$ cat config.mk
export PLATFORM = sky130hd
export DESIGN_NAME = ccoc_top
export DESIGN_NICKNAME = d
export VERILOG_FILES = /design/src/verilog/ccoc_pkg.sv /design/src/verilog/ccoc_edge.sv /design/src/verilog/ccoc_resample.sv /design/src/verilog/ccoc_top.sv
export SDC_FILE = /design/constraint.sdc
export NUM_CORES = 1
export LEC_CHECK = 0
export ABC_AREA = 1
export BUFFER_PORTS_ARGS = -buffer_cell sky130_fd_sc_hd__buf_2
export CAP_MARGIN = 20
export CELL_PAD_IN_SITES_DETAIL_PLACEMENT = 1
export CELL_PAD_IN_SITES_GLOBAL_PLACEMENT = 1
export CORE_MARGIN = 4
export CORE_UTILIZATION = 26
export CTS_BUF_LIST = sky130_fd_sc_hd__clkbuf_4 sky130_fd_sc_hd__clkbuf_8
export DETAILED_ROUTE_END_ITERATION = 10
export PLACE_DENSITY = 0.87
export SYNTH_ARGS = -nofsm -noshare
export SYNTH_HDL_FRONTEND = slang
export SYNTH_SLANG_ARGS = --single-unit
$ cat constraint.sdc
create_clock -name clk_i -period 1.5 [get_ports clk_i]
set_clock_uncertainty 0.1 [all_clocks]
set_input_delay 0.3 -clock clk_i [delete_from_list [all_inputs] [get_ports clk_i]]
set_output_delay 0.3 -clock clk_i [all_outputs]
set_load 0.02 [all_outputs]
$ cat src/verilog/ccoc_pkg.sv
// Register map, field positions and reset values of the comparator output control
package ccoc_pkg;
   // Register data width and byte offsets on the bus
   localparam int unsigned REG_W = 8;
   localparam logic [7:0] OFS_CONTROL_ZERO = 8'h00;
   localparam logic [7:0] OFS_CONTROL_ONE = 8'h04;
   localparam logic [7:0] OFS_IRQ_STATUS = 8'h08;
   localparam logic [7:0] OFS_IRQ_MASK = 8'h0C;
   localparam int unsigned ADDR_DECODE_W = 8;

   // Fields of comparator_control_zero
   localparam int unsigned CZ_ENABLE_BIT = 7;
   localparam int unsigned CZ_OUTPUT_BIT = 6;
   localparam int unsigned CZ_INVERT_BIT = 4;
   localparam int unsigned CZ_HYST_BIT = 1;
   localparam int unsigned CZ_SYNC_BIT = 0;
   localparam logic [7:0] CZ_WRITE_MASK = 8'h93;

   // Fields of comparator_control_one
   localparam int unsigned CO_RISE_BIT = 1;
   localparam int unsigned CO_FALL_BIT = 0;
   localparam logic [7:0] CO_WRITE_MASK = 8'h03;

   // Interrupt status and mask layout
   localparam int unsigned IRQ_FLAG_BIT = 0;
   localparam logic [7:0] IRQ_WRITE_MASK = 8'h01;

   // Reset values
   localparam logic [7:0] CONTROL_ZERO_RST = 8'h00;
   localparam logic [7:0] CONTROL_ONE_RST = 8'h00;
   localparam logic [7:0] IRQ_STATUS_RST = 8'h00;
   localparam logic [7:0] IRQ_MASK_RST = 8'h00;

   // Bus constants
   localparam logic [1:0] HTRANS_NONSEQ = 2'h2;
   localparam logic HRESP_OKAY = 1'h0;
   localparam logic [31:0] RDATA_ZERO = 32'h0000_0000;
endpackage

$ cat src/verilog/ccoc_edge.sv
// Transition detector on the polarity-adjusted output bit
`timescale 1ns/100ps
module ccoc_edge
(
   // Clock and reset
   input wire logic clk_i,
   input wire logic rst_n_i,
   // Level in
   input wire logic level_i,
   // Transition pulses
   output logic rise_o,
   output logic fall_o
);
   logic prev;

   // Previous value, so each transition pulses once only
   always_ff @(posedge clk_i or negedge rst_n_i)
   begin
      if (!rst_n_i)
         prev <= 1'b0;
      else
         prev <= level_i;
   end

   // One-cycle pulses
   assign rise_o = level_i & ~prev;
   assign fall_o = ~level_i & prev;
endmodule // ccoc_edge

$ cat src/verilog/ccoc_resample.sv
// Resampler of the output on falling edges of the timer clock source
`timescale 1ns/100ps
module ccoc_resample
(
   // Clock and reset
   input wire logic clk_i,
   input wire logic rst_n_i,
   // Timer clock source, sampled as a plain level
   input wire logic tmr_clk_src_i,
   // Timer halted, so no resampling takes place
   input wire logic halt_i,
   // Value to resample and resampled value
   input wire logic d_i,
   output logic q_o
);
   logic tmr_prev;

   // Previous timer clock level for edge finding
   always_ff @(posedge clk_i or negedge rst_n_i)
   begin
      if (!rst_n_i)
         tmr_prev <= 1'b0;
      else
         tmr_prev <= tmr_clk_src_i;
   end

   // Capture only on a falling edge; a halted timer freezes the value
   always_ff @(posedge clk_i or negedge rst_n_i)
   begin
      if (!rst_n_i)
         q_o <= 1'b0;
      else if (tmr_prev && !tmr_clk_src_i && !halt_i)
         q_o <= d_i;
   end
endmodule // ccoc_resample

$ cat src/verilog/ccoc_top.sv
// Control, status and interrupt logic for one analog comparator channel
//
// Functional notes
// Inverted polarity: output bit is 1 when positive input below negative.
// Normal polarity: output bit is 1 when positive input above negative.
// Control zero bit 4 inverts the comparator output when set.
// Control zero bit 1 enables comparator hysteresis when set.
// Sync bit 0 set: output resampled on timer clock falling edges.
// Sync bit clear: output to timer and pin follows comparator directly.
// Control one bit 1 sets the flag on each rising output edge.
// Control one bit 0 sets the flag on each falling output edge.
// Control zero bit 7 enables the comparator; cleared means powered down.
// Timer clocked from system clock stops synchronized output during sleep.
// Edge detection uses polarity-adjusted output, flagging each transition once.
//
// Design decisions made here: the placing of the registers and the AHB-Lite interface to the registers.
`timescale 1ns/100ps
module ccoc_top
(
   // Clock and reset
   input wire logic clk_i,
   input wire logic rst_n_i,
   // AHB-Lite slave
   input wire logic hsel_i,
   input wire logic [31:0] haddr_i,
   input wire logic [1:0] htrans_i,
   input wire logic hwrite_i,
   input wire logic [2:0] hsize_i,
   input wire logic [31:0] hwdata_i,
   input wire logic hready_i,
   output logic hreadyout_o,
   output logic hresp_o,
   output logic [31:0] hrdata_o,
   // Analog comparator core
   input wire logic cmp_raw_i,
   output logic cmp_enable_o,
   output logic hysteresis_enable_o,
   // Timer clock source and power state
   input wire logic tmr_clk_src_i,
   input wire logic sleep_i,
   input wire logic tmr_src_halts_i,
   // Output to timer and pin
   output logic cmp_out_o,
   // Interrupt
   output logic irq_o
);
   localparam int unsigned W = ccoc_pkg::REG_W;

   // Registers
   logic [W-1:0] control_zero;
   logic [W-1:0] control_one;
   logic [W-1:0] irq_status;
   logic [W-1:0] irq_mask;

   // Bus data phase state
   logic wr_pending;
   logic [ccoc_pkg::ADDR_DECODE_W-1:0] wr_addr;

   // Datapath
   logic comparator_on;
   logic channel_output_invert;
   logic channel_output_bit;
   logic sync_mode;
   logic timer_halted;
   logic resampled;
   logic out_rise;
   logic out_fall;
   logic flag_set;
   logic flag_clear;
   logic addr_phase;
   logic [W-1:0] read_value;
   logic [W-1:0] next_irq_status;

   // Control field decode
   assign comparator_on = control_zero[ccoc_pkg::CZ_ENABLE_BIT];
   assign channel_output_invert = control_zero[ccoc_pkg::CZ_INVERT_BIT];
   assign sync_mode = control_zero[ccoc_pkg::CZ_SYNC_BIT];

   // Core power and hysteresis controls
   assign cmp_enable_o = comparator_on;
   assign hysteresis_enable_o = control_zero[ccoc_pkg::CZ_HYST_BIT];

   // Polarity; raw is 1 when positive above negative. Off core reads low.
   assign channel_output_bit = comparator_on & (cmp_raw_i ^ channel_output_invert);

   // Timer halts in sleep when clocked from the system or instruction clock
   assign timer_halted = sleep_i & tmr_src_halts_i;

   // Resampled copy for synchronous mode
   ccoc_resample u_resample
   (
      .clk_i(clk_i),
      .rst_n_i(rst_n_i),
      .tmr_clk_src_i(tmr_clk_src_i),
      .halt_i(timer_halted),
      .d_i(channel_output_bit),
      .q_o(resampled)
   );

   // Asynchronous mode passes straight through, no register in the path
   assign cmp_out_o = sync_mode ? resampled : channel_output_bit;

   // Transitions of the polarity-adjusted output bit
   ccoc_edge u_edge
   (
      .clk_i(clk_i),
      .rst_n_i(rst_n_i),
      .level_i(channel_output_bit),
      .rise_o(out_rise),
      .fall_o(out_fall)
   );

   // Flag events gated by their edge enables
   assign flag_set = (out_rise & control_one[ccoc_pkg::CO_RISE_BIT])
      | (out_fall & control_one[ccoc_pkg::CO_FALL_BIT]);

   // Bus accepts a transfer in its address phase
   assign addr_phase = hsel_i & hready_i & (htrans_i == ccoc_pkg::HTRANS_NONSEQ);

   // No wait states; errors never reported
   assign hreadyout_o = 1'b1;
   assign hresp_o = ccoc_pkg::HRESP_OKAY;

   // Capture write address for the following data phase
   always_ff @(posedge clk_i or negedge rst_n_i)
   begin
      if (!rst_n_i)
      begin
         wr_pending <= 1'b0;
         wr_addr <= '0;
      end
      else if (hready_i)
      begin
         wr_pending <= addr_phase & hwrite_i;
         wr_addr <= haddr_i[ccoc_pkg::ADDR_DECODE_W-1:0];
      end
   end

   // Control register zero; output bit is live status, not stored
   always_ff @(posedge clk_i or negedge rst_n_i)
   begin
      if (!rst_n_i)
         control_zero <= ccoc_pkg::CONTROL_ZERO_RST;
      else if (wr_pending && wr_addr == ccoc_pkg::OFS_CONTROL_ZERO)
         control_zero <= hwdata_i[W-1:0] & ccoc_pkg::CZ_WRITE_MASK;
   end

   // Control register one, edge enables
   always_ff @(posedge clk_i or negedge rst_n_i)
   begin
      if (!rst_n_i)
         control_one <= ccoc_pkg::CONTROL_ONE_RST;
      else if (wr_pending && wr_addr == ccoc_pkg::OFS_CONTROL_ONE)
         control_one <= hwdata_i[W-1:0] & ccoc_pkg::CO_WRITE_MASK;
   end

   // Interrupt mask
   always_ff @(posedge clk_i or negedge rst_n_i)
   begin
      if (!rst_n_i)
         irq_mask <= ccoc_pkg::IRQ_MASK_RST;
      else if (wr_pending && wr_addr == ccoc_pkg::OFS_IRQ_MASK)
         irq_mask <= hwdata_i[W-1:0] & ccoc_pkg::IRQ_WRITE_MASK;
   end

   // Write-one-to-clear on the flag
   assign flag_clear = wr_pending && wr_addr == ccoc_pkg::OFS_IRQ_STATUS
      && hwdata_i[ccoc_pkg::IRQ_FLAG_BIT];

   // Sticky flag; a new event in the clear cycle wins
   always_comb
   begin
      next_irq_status = irq_status;
      if (flag_clear)
         next_irq_status[ccoc_pkg::IRQ_FLAG_BIT] = 1'b0;
      if (flag_set)
         next_irq_status[ccoc_pkg::IRQ_FLAG_BIT] = 1'b1;
   end

   always_ff @(posedge clk_i or negedge rst_n_i)
   begin
      if (!rst_n_i)
         irq_status <= ccoc_pkg::IRQ_STATUS_RST;
      else
         irq_status <= next_irq_status;
   end

   // Level interrupt while any unmasked flag stands
   assign irq_o = |(irq_status & irq_mask);

   // Read mux; unmapped addresses read zero
   always_comb
   begin
      read_value = '0;
      case (haddr_i[ccoc_pkg::ADDR_DECODE_W-1:0])
         ccoc_pkg::OFS_CONTROL_ZERO:
         begin
            read_value = control_zero;
            read_value[ccoc_pkg::CZ_OUTPUT_BIT] = channel_output_bit;
         end
         ccoc_pkg::OFS_CONTROL_ONE: read_value = control_one;
         ccoc_pkg::OFS_IRQ_STATUS: read_value = irq_status;
         ccoc_pkg::OFS_IRQ_MASK: read_value = irq_mask;
         default: read_value = '0;
      endcase
   end

   // Read data sampled at the address phase, shown through the data phase
   always_ff @(posedge clk_i or negedge rst_n_i)
   begin
      if (!rst_n_i)
         hrdata_o <= ccoc_pkg::RDATA_ZERO;
      else if (addr_phase && !hwrite_i)
         hrdata_o <= {{(32 - W){1'b0}}, read_value};
   end
endmodule // ccoc_top

==> results.sh <==
export IMPL_setup_slack_ns=-0.0651
export IMPL_worst_path_max_fanout=3
export IMPL_worstSkewPairLatency_ns=0.27
export IMPL_peakVddDrop_mv=0.305
export IMPL_holdWs_ns=0.0378
export IMPL_worstPathCellList="nand2_1, nand3_2, o21ai_2, buf_6"
export IMPL_grt_first_pass_wirelength_um=5210
export IMPL_hold_end="u_resample.tmr_prev$_DFF_PN0_"
export IMPL_netlist_area_um2=1440
export IMPL_hpwl_um=2660
export IMPL_root_buffer="clkbuf_8"
export IMPL_fill_cells=657
export IMPL_clock_sinks=25
export IMPL_fin_cells=288
export IMPL_routed_top_layer="met4"
export IMPL_end_kind="output pin"
export IMPL_seq_area_um2=626
export IMPL_grt_start_max_net_pins=26
export IMPL_period_needed_ns=1.57
export IMPL_numCtsBuffers=3
export IMPL_netlist_instances=181
export IMPL_reg2reg_slack_ns=0.14
export IMPL_synth_top_family_by_area="simple AND/OR/NAND/NOR gates"
export IMPL_yosysSeqAreaShare=0.435
export IMPL_arrival_ns=1.17
export IMPL_core_area_um2=5240
export IMPL_synthAdderAreaFrac=0
export IMPL_tightest_slew_ns=0.568
export IMPL_io_pins=116
export IMPL_vias=1182
export IMPL_dieArea_um2=6780
export IMPL_track_usage=0.102
export IMPL_gp_congestion=0.781
export IMPL_multi_input_area_um2=614
export IMPL_wl_met3_um=212
export IMPL_synth_simple_area_share=0.302
export IMPL_synth_compound_area_share=0.0453
export IMPL_violations="negative setup slack"
export IMPL_wl_met2_um=1750
export IMPL_min_from="tmr_clk_src_i"
export IMPL_start_util=0.274
export IMPL_r2r_cells=6
export IMPL_worstReg2RegEnd="control_zero[4]$_DFFE_PN0P_"
export IMPL_io_buffers=31
export IMPL_antenna_left=0
export IMPL_synth_cell_type_count=22
export IMPL_dr_pass1_iters=2
export IMPL_path_clk_slew_ns=0.09
export IMPL_synthMuxAreaShare=0
export IMPL_p_leak_nw=0.885
export IMPL_final_cell_mix="nand2_1, buf_2, conb_1, dfrtp_1, inv_1"
export IMPL_htreeDepth=1
export IMPL_first_iter_violations=41
export IMPL_avgSynthCellArea_um2=7.94
export IMPL_drc=0
export IMPL_slew_viol_final=0
export IMPL_vias_per_cell=4.10
export IMPL_clock_fmax_ghz=0.639
export IMPL_startpoint_type="flop"
export IMPL_fin_nets=297
export IMPL_tritoncts="done"
export IMPL_drive_gt1_frac=0.248
export IMPL_power_density_nw_per_um2=844
export IMPL_status="finished, violations left"
export IMPL_synth_top_area_frac=0.435
export IMPL_hp_class="primary input to flop"
export IMPL_setup_worst_path_class="flop to output pin"
export IMPL_place_ws_ns=0.161
export IMPL_drt_total_wl_um=3270
export IMPL_slowest_delay_ns=0.41
export IMPL_n_antenna_cell=0
export IMPL_ys_top_cells_by_area="dfrtp_1, buf_4, nand2_1"
export IMPL_cts_path_max_buffers=2
export IMPL_finalSetupTns_ns=-0.0651
export IMPL_utilization=0.317
export IMPL_core_rowCount=26
export IMPL_final_common_cell="nand2_1"
export IMPL_area_growth_syn_to_layout_pct=15.3
export IMPL_synthXorXnorAreaFrac=0
export IMPL_hold_violations=0
export IMPL_synth_seq_cells=25
export IMPL_yosys_warnings=0
export IMPL_dp_cells=280
export IMPL_max_cap_viol_count=0
export IMPL_antenna_found_initial=0
export IMPL_max_slew_margin=0.621
export IMPL_min_delay_path_depth=1
export IMPL_wirelength_met1_um=1240
export IMPL_overflow=0
export IMPL_r2r_start="wr_addr[1]$_DFFE_PN0P_"
export IMPL_setup_viol=1
export IMPL_die_x_um=82.4
export IMPL_cp_required_ns=1.10
export IMPL_first_global_vias=1162
export IMPL_cp_slowest_cell="dfrtp_1"
export IMPL_rsz0062_at_grt="true"
export IMPL_die_h_um=82.4
export IMPL_avgRoutedWirePerCell_um=11.4
export IMPL_min_period_over_period=1.04
export IMPL_synth_top_area_cell="dfrtp_1"
-- registers in the layout (all words and copies together), names as in the netlist --
name and cells:
u_resample.q_o 1, u_resample.tmr_prev 1, wr_pending 1, u_edge.prev 1
hrdata_o 5, wr_addr 8, irq_status 1, irq_mask 1
control_zero 4, control_one 2
-- cells in the mapped netlist, drive strengths merged --
cell,n
buf,31
inv,19
nand2,53
nand3,15
nor3,1
nor2,13
clkinv,1
a21oi,2
nand3b,2
conb,2
o21ai,11
nand4,6
dfrtp,25
-- metal layers --
metal  track usage  up-vias
li1              -      581
met1         0.112      568
met2         0.182       29
met3        0.0260        4
met4        0.0498        0
met5             0        -
-- through the flow --
stage / power (mW) / cell area [µm²]
global placement: 0.980 / 1570
floorplan: 0.962 / 1540
global route: 1.48 / 1660
finish: 1.40 / 1660
CTS: 1.41 / 1640
detailed placement: 0.990 / 1570
-- worst max-delay path: cells and delay by family (launching register included) --
family,cells,cell delay [ns]
flops,1,0.41
simple gates,2,0.18
compound gates,1,0.16
buf+inv,1,0.13
-- cells by family (layout without fill, tap and decap cells) --
group                  after synthesis  in the layout
AOI/OAI and AO/OA                   13             13
buffers and inverters               51             61
DFF                                 25             25
other                                2             29
and+or+nand+nor                     90             90
-- how the worst max path moves through the flow --
| stage | startpoint | cells past startpoint | endpoint |
|---|---|---|---|
| CTS | control_zero[4]$_DFFE_PN0P_ | 4 | cmp_out_o |
| finish | control_zero[4]$_DFFE_PN0P_ | 4 | cmp_out_o |
| detailed placement | wr_addr[1]$_DFFE_PN0P_ | 6 | control_zero[4]$_DFFE_PN0P_ |
| floorplan | control_zero[7]$_DFFE_PN0P_ | 2 | cmp_out_o |
| global placement | wr_addr[1]$_DFFE_PN0P_ | 6 | control_zero[4]$_DFFE_PN0P_ |
| global route | control_zero[4]$_DFFE_PN0P_ | 5 | cmp_out_o |
-- timing repair --
action	4_1_cts	5_1_grt
endpoints found under the hold margin	25	0
setup endpoints to repair	1	1
gates resized for setup	3	2
hold buffers	1	0
pin swaps	0	2
buffers inserted	1	2
gates cloned	0	0
-- final cells by class --
cell class / instances / share of cell area
Timing Repair Buffer: 37 / 0.126
Clock buffer: 3 / 0.0249
Tap cell: 70 / 0.0528
Inverter: 20 / 0.0453
Clock inverter: 1 / 0.00302
Multi-Input combinational cell: 132 / 0.371
Sequential cell: 25 / 0.377
-- power by group --
group,total [mW],internal (mW),leakage (nW),switching [mW]
clock,0.408,0.186,0.0255,0.222
combinational,0.259,0.0764,0.575,0.183
sequential,0.733,0.709,0.285,0.0242
(Power assumes the default switching activity.)
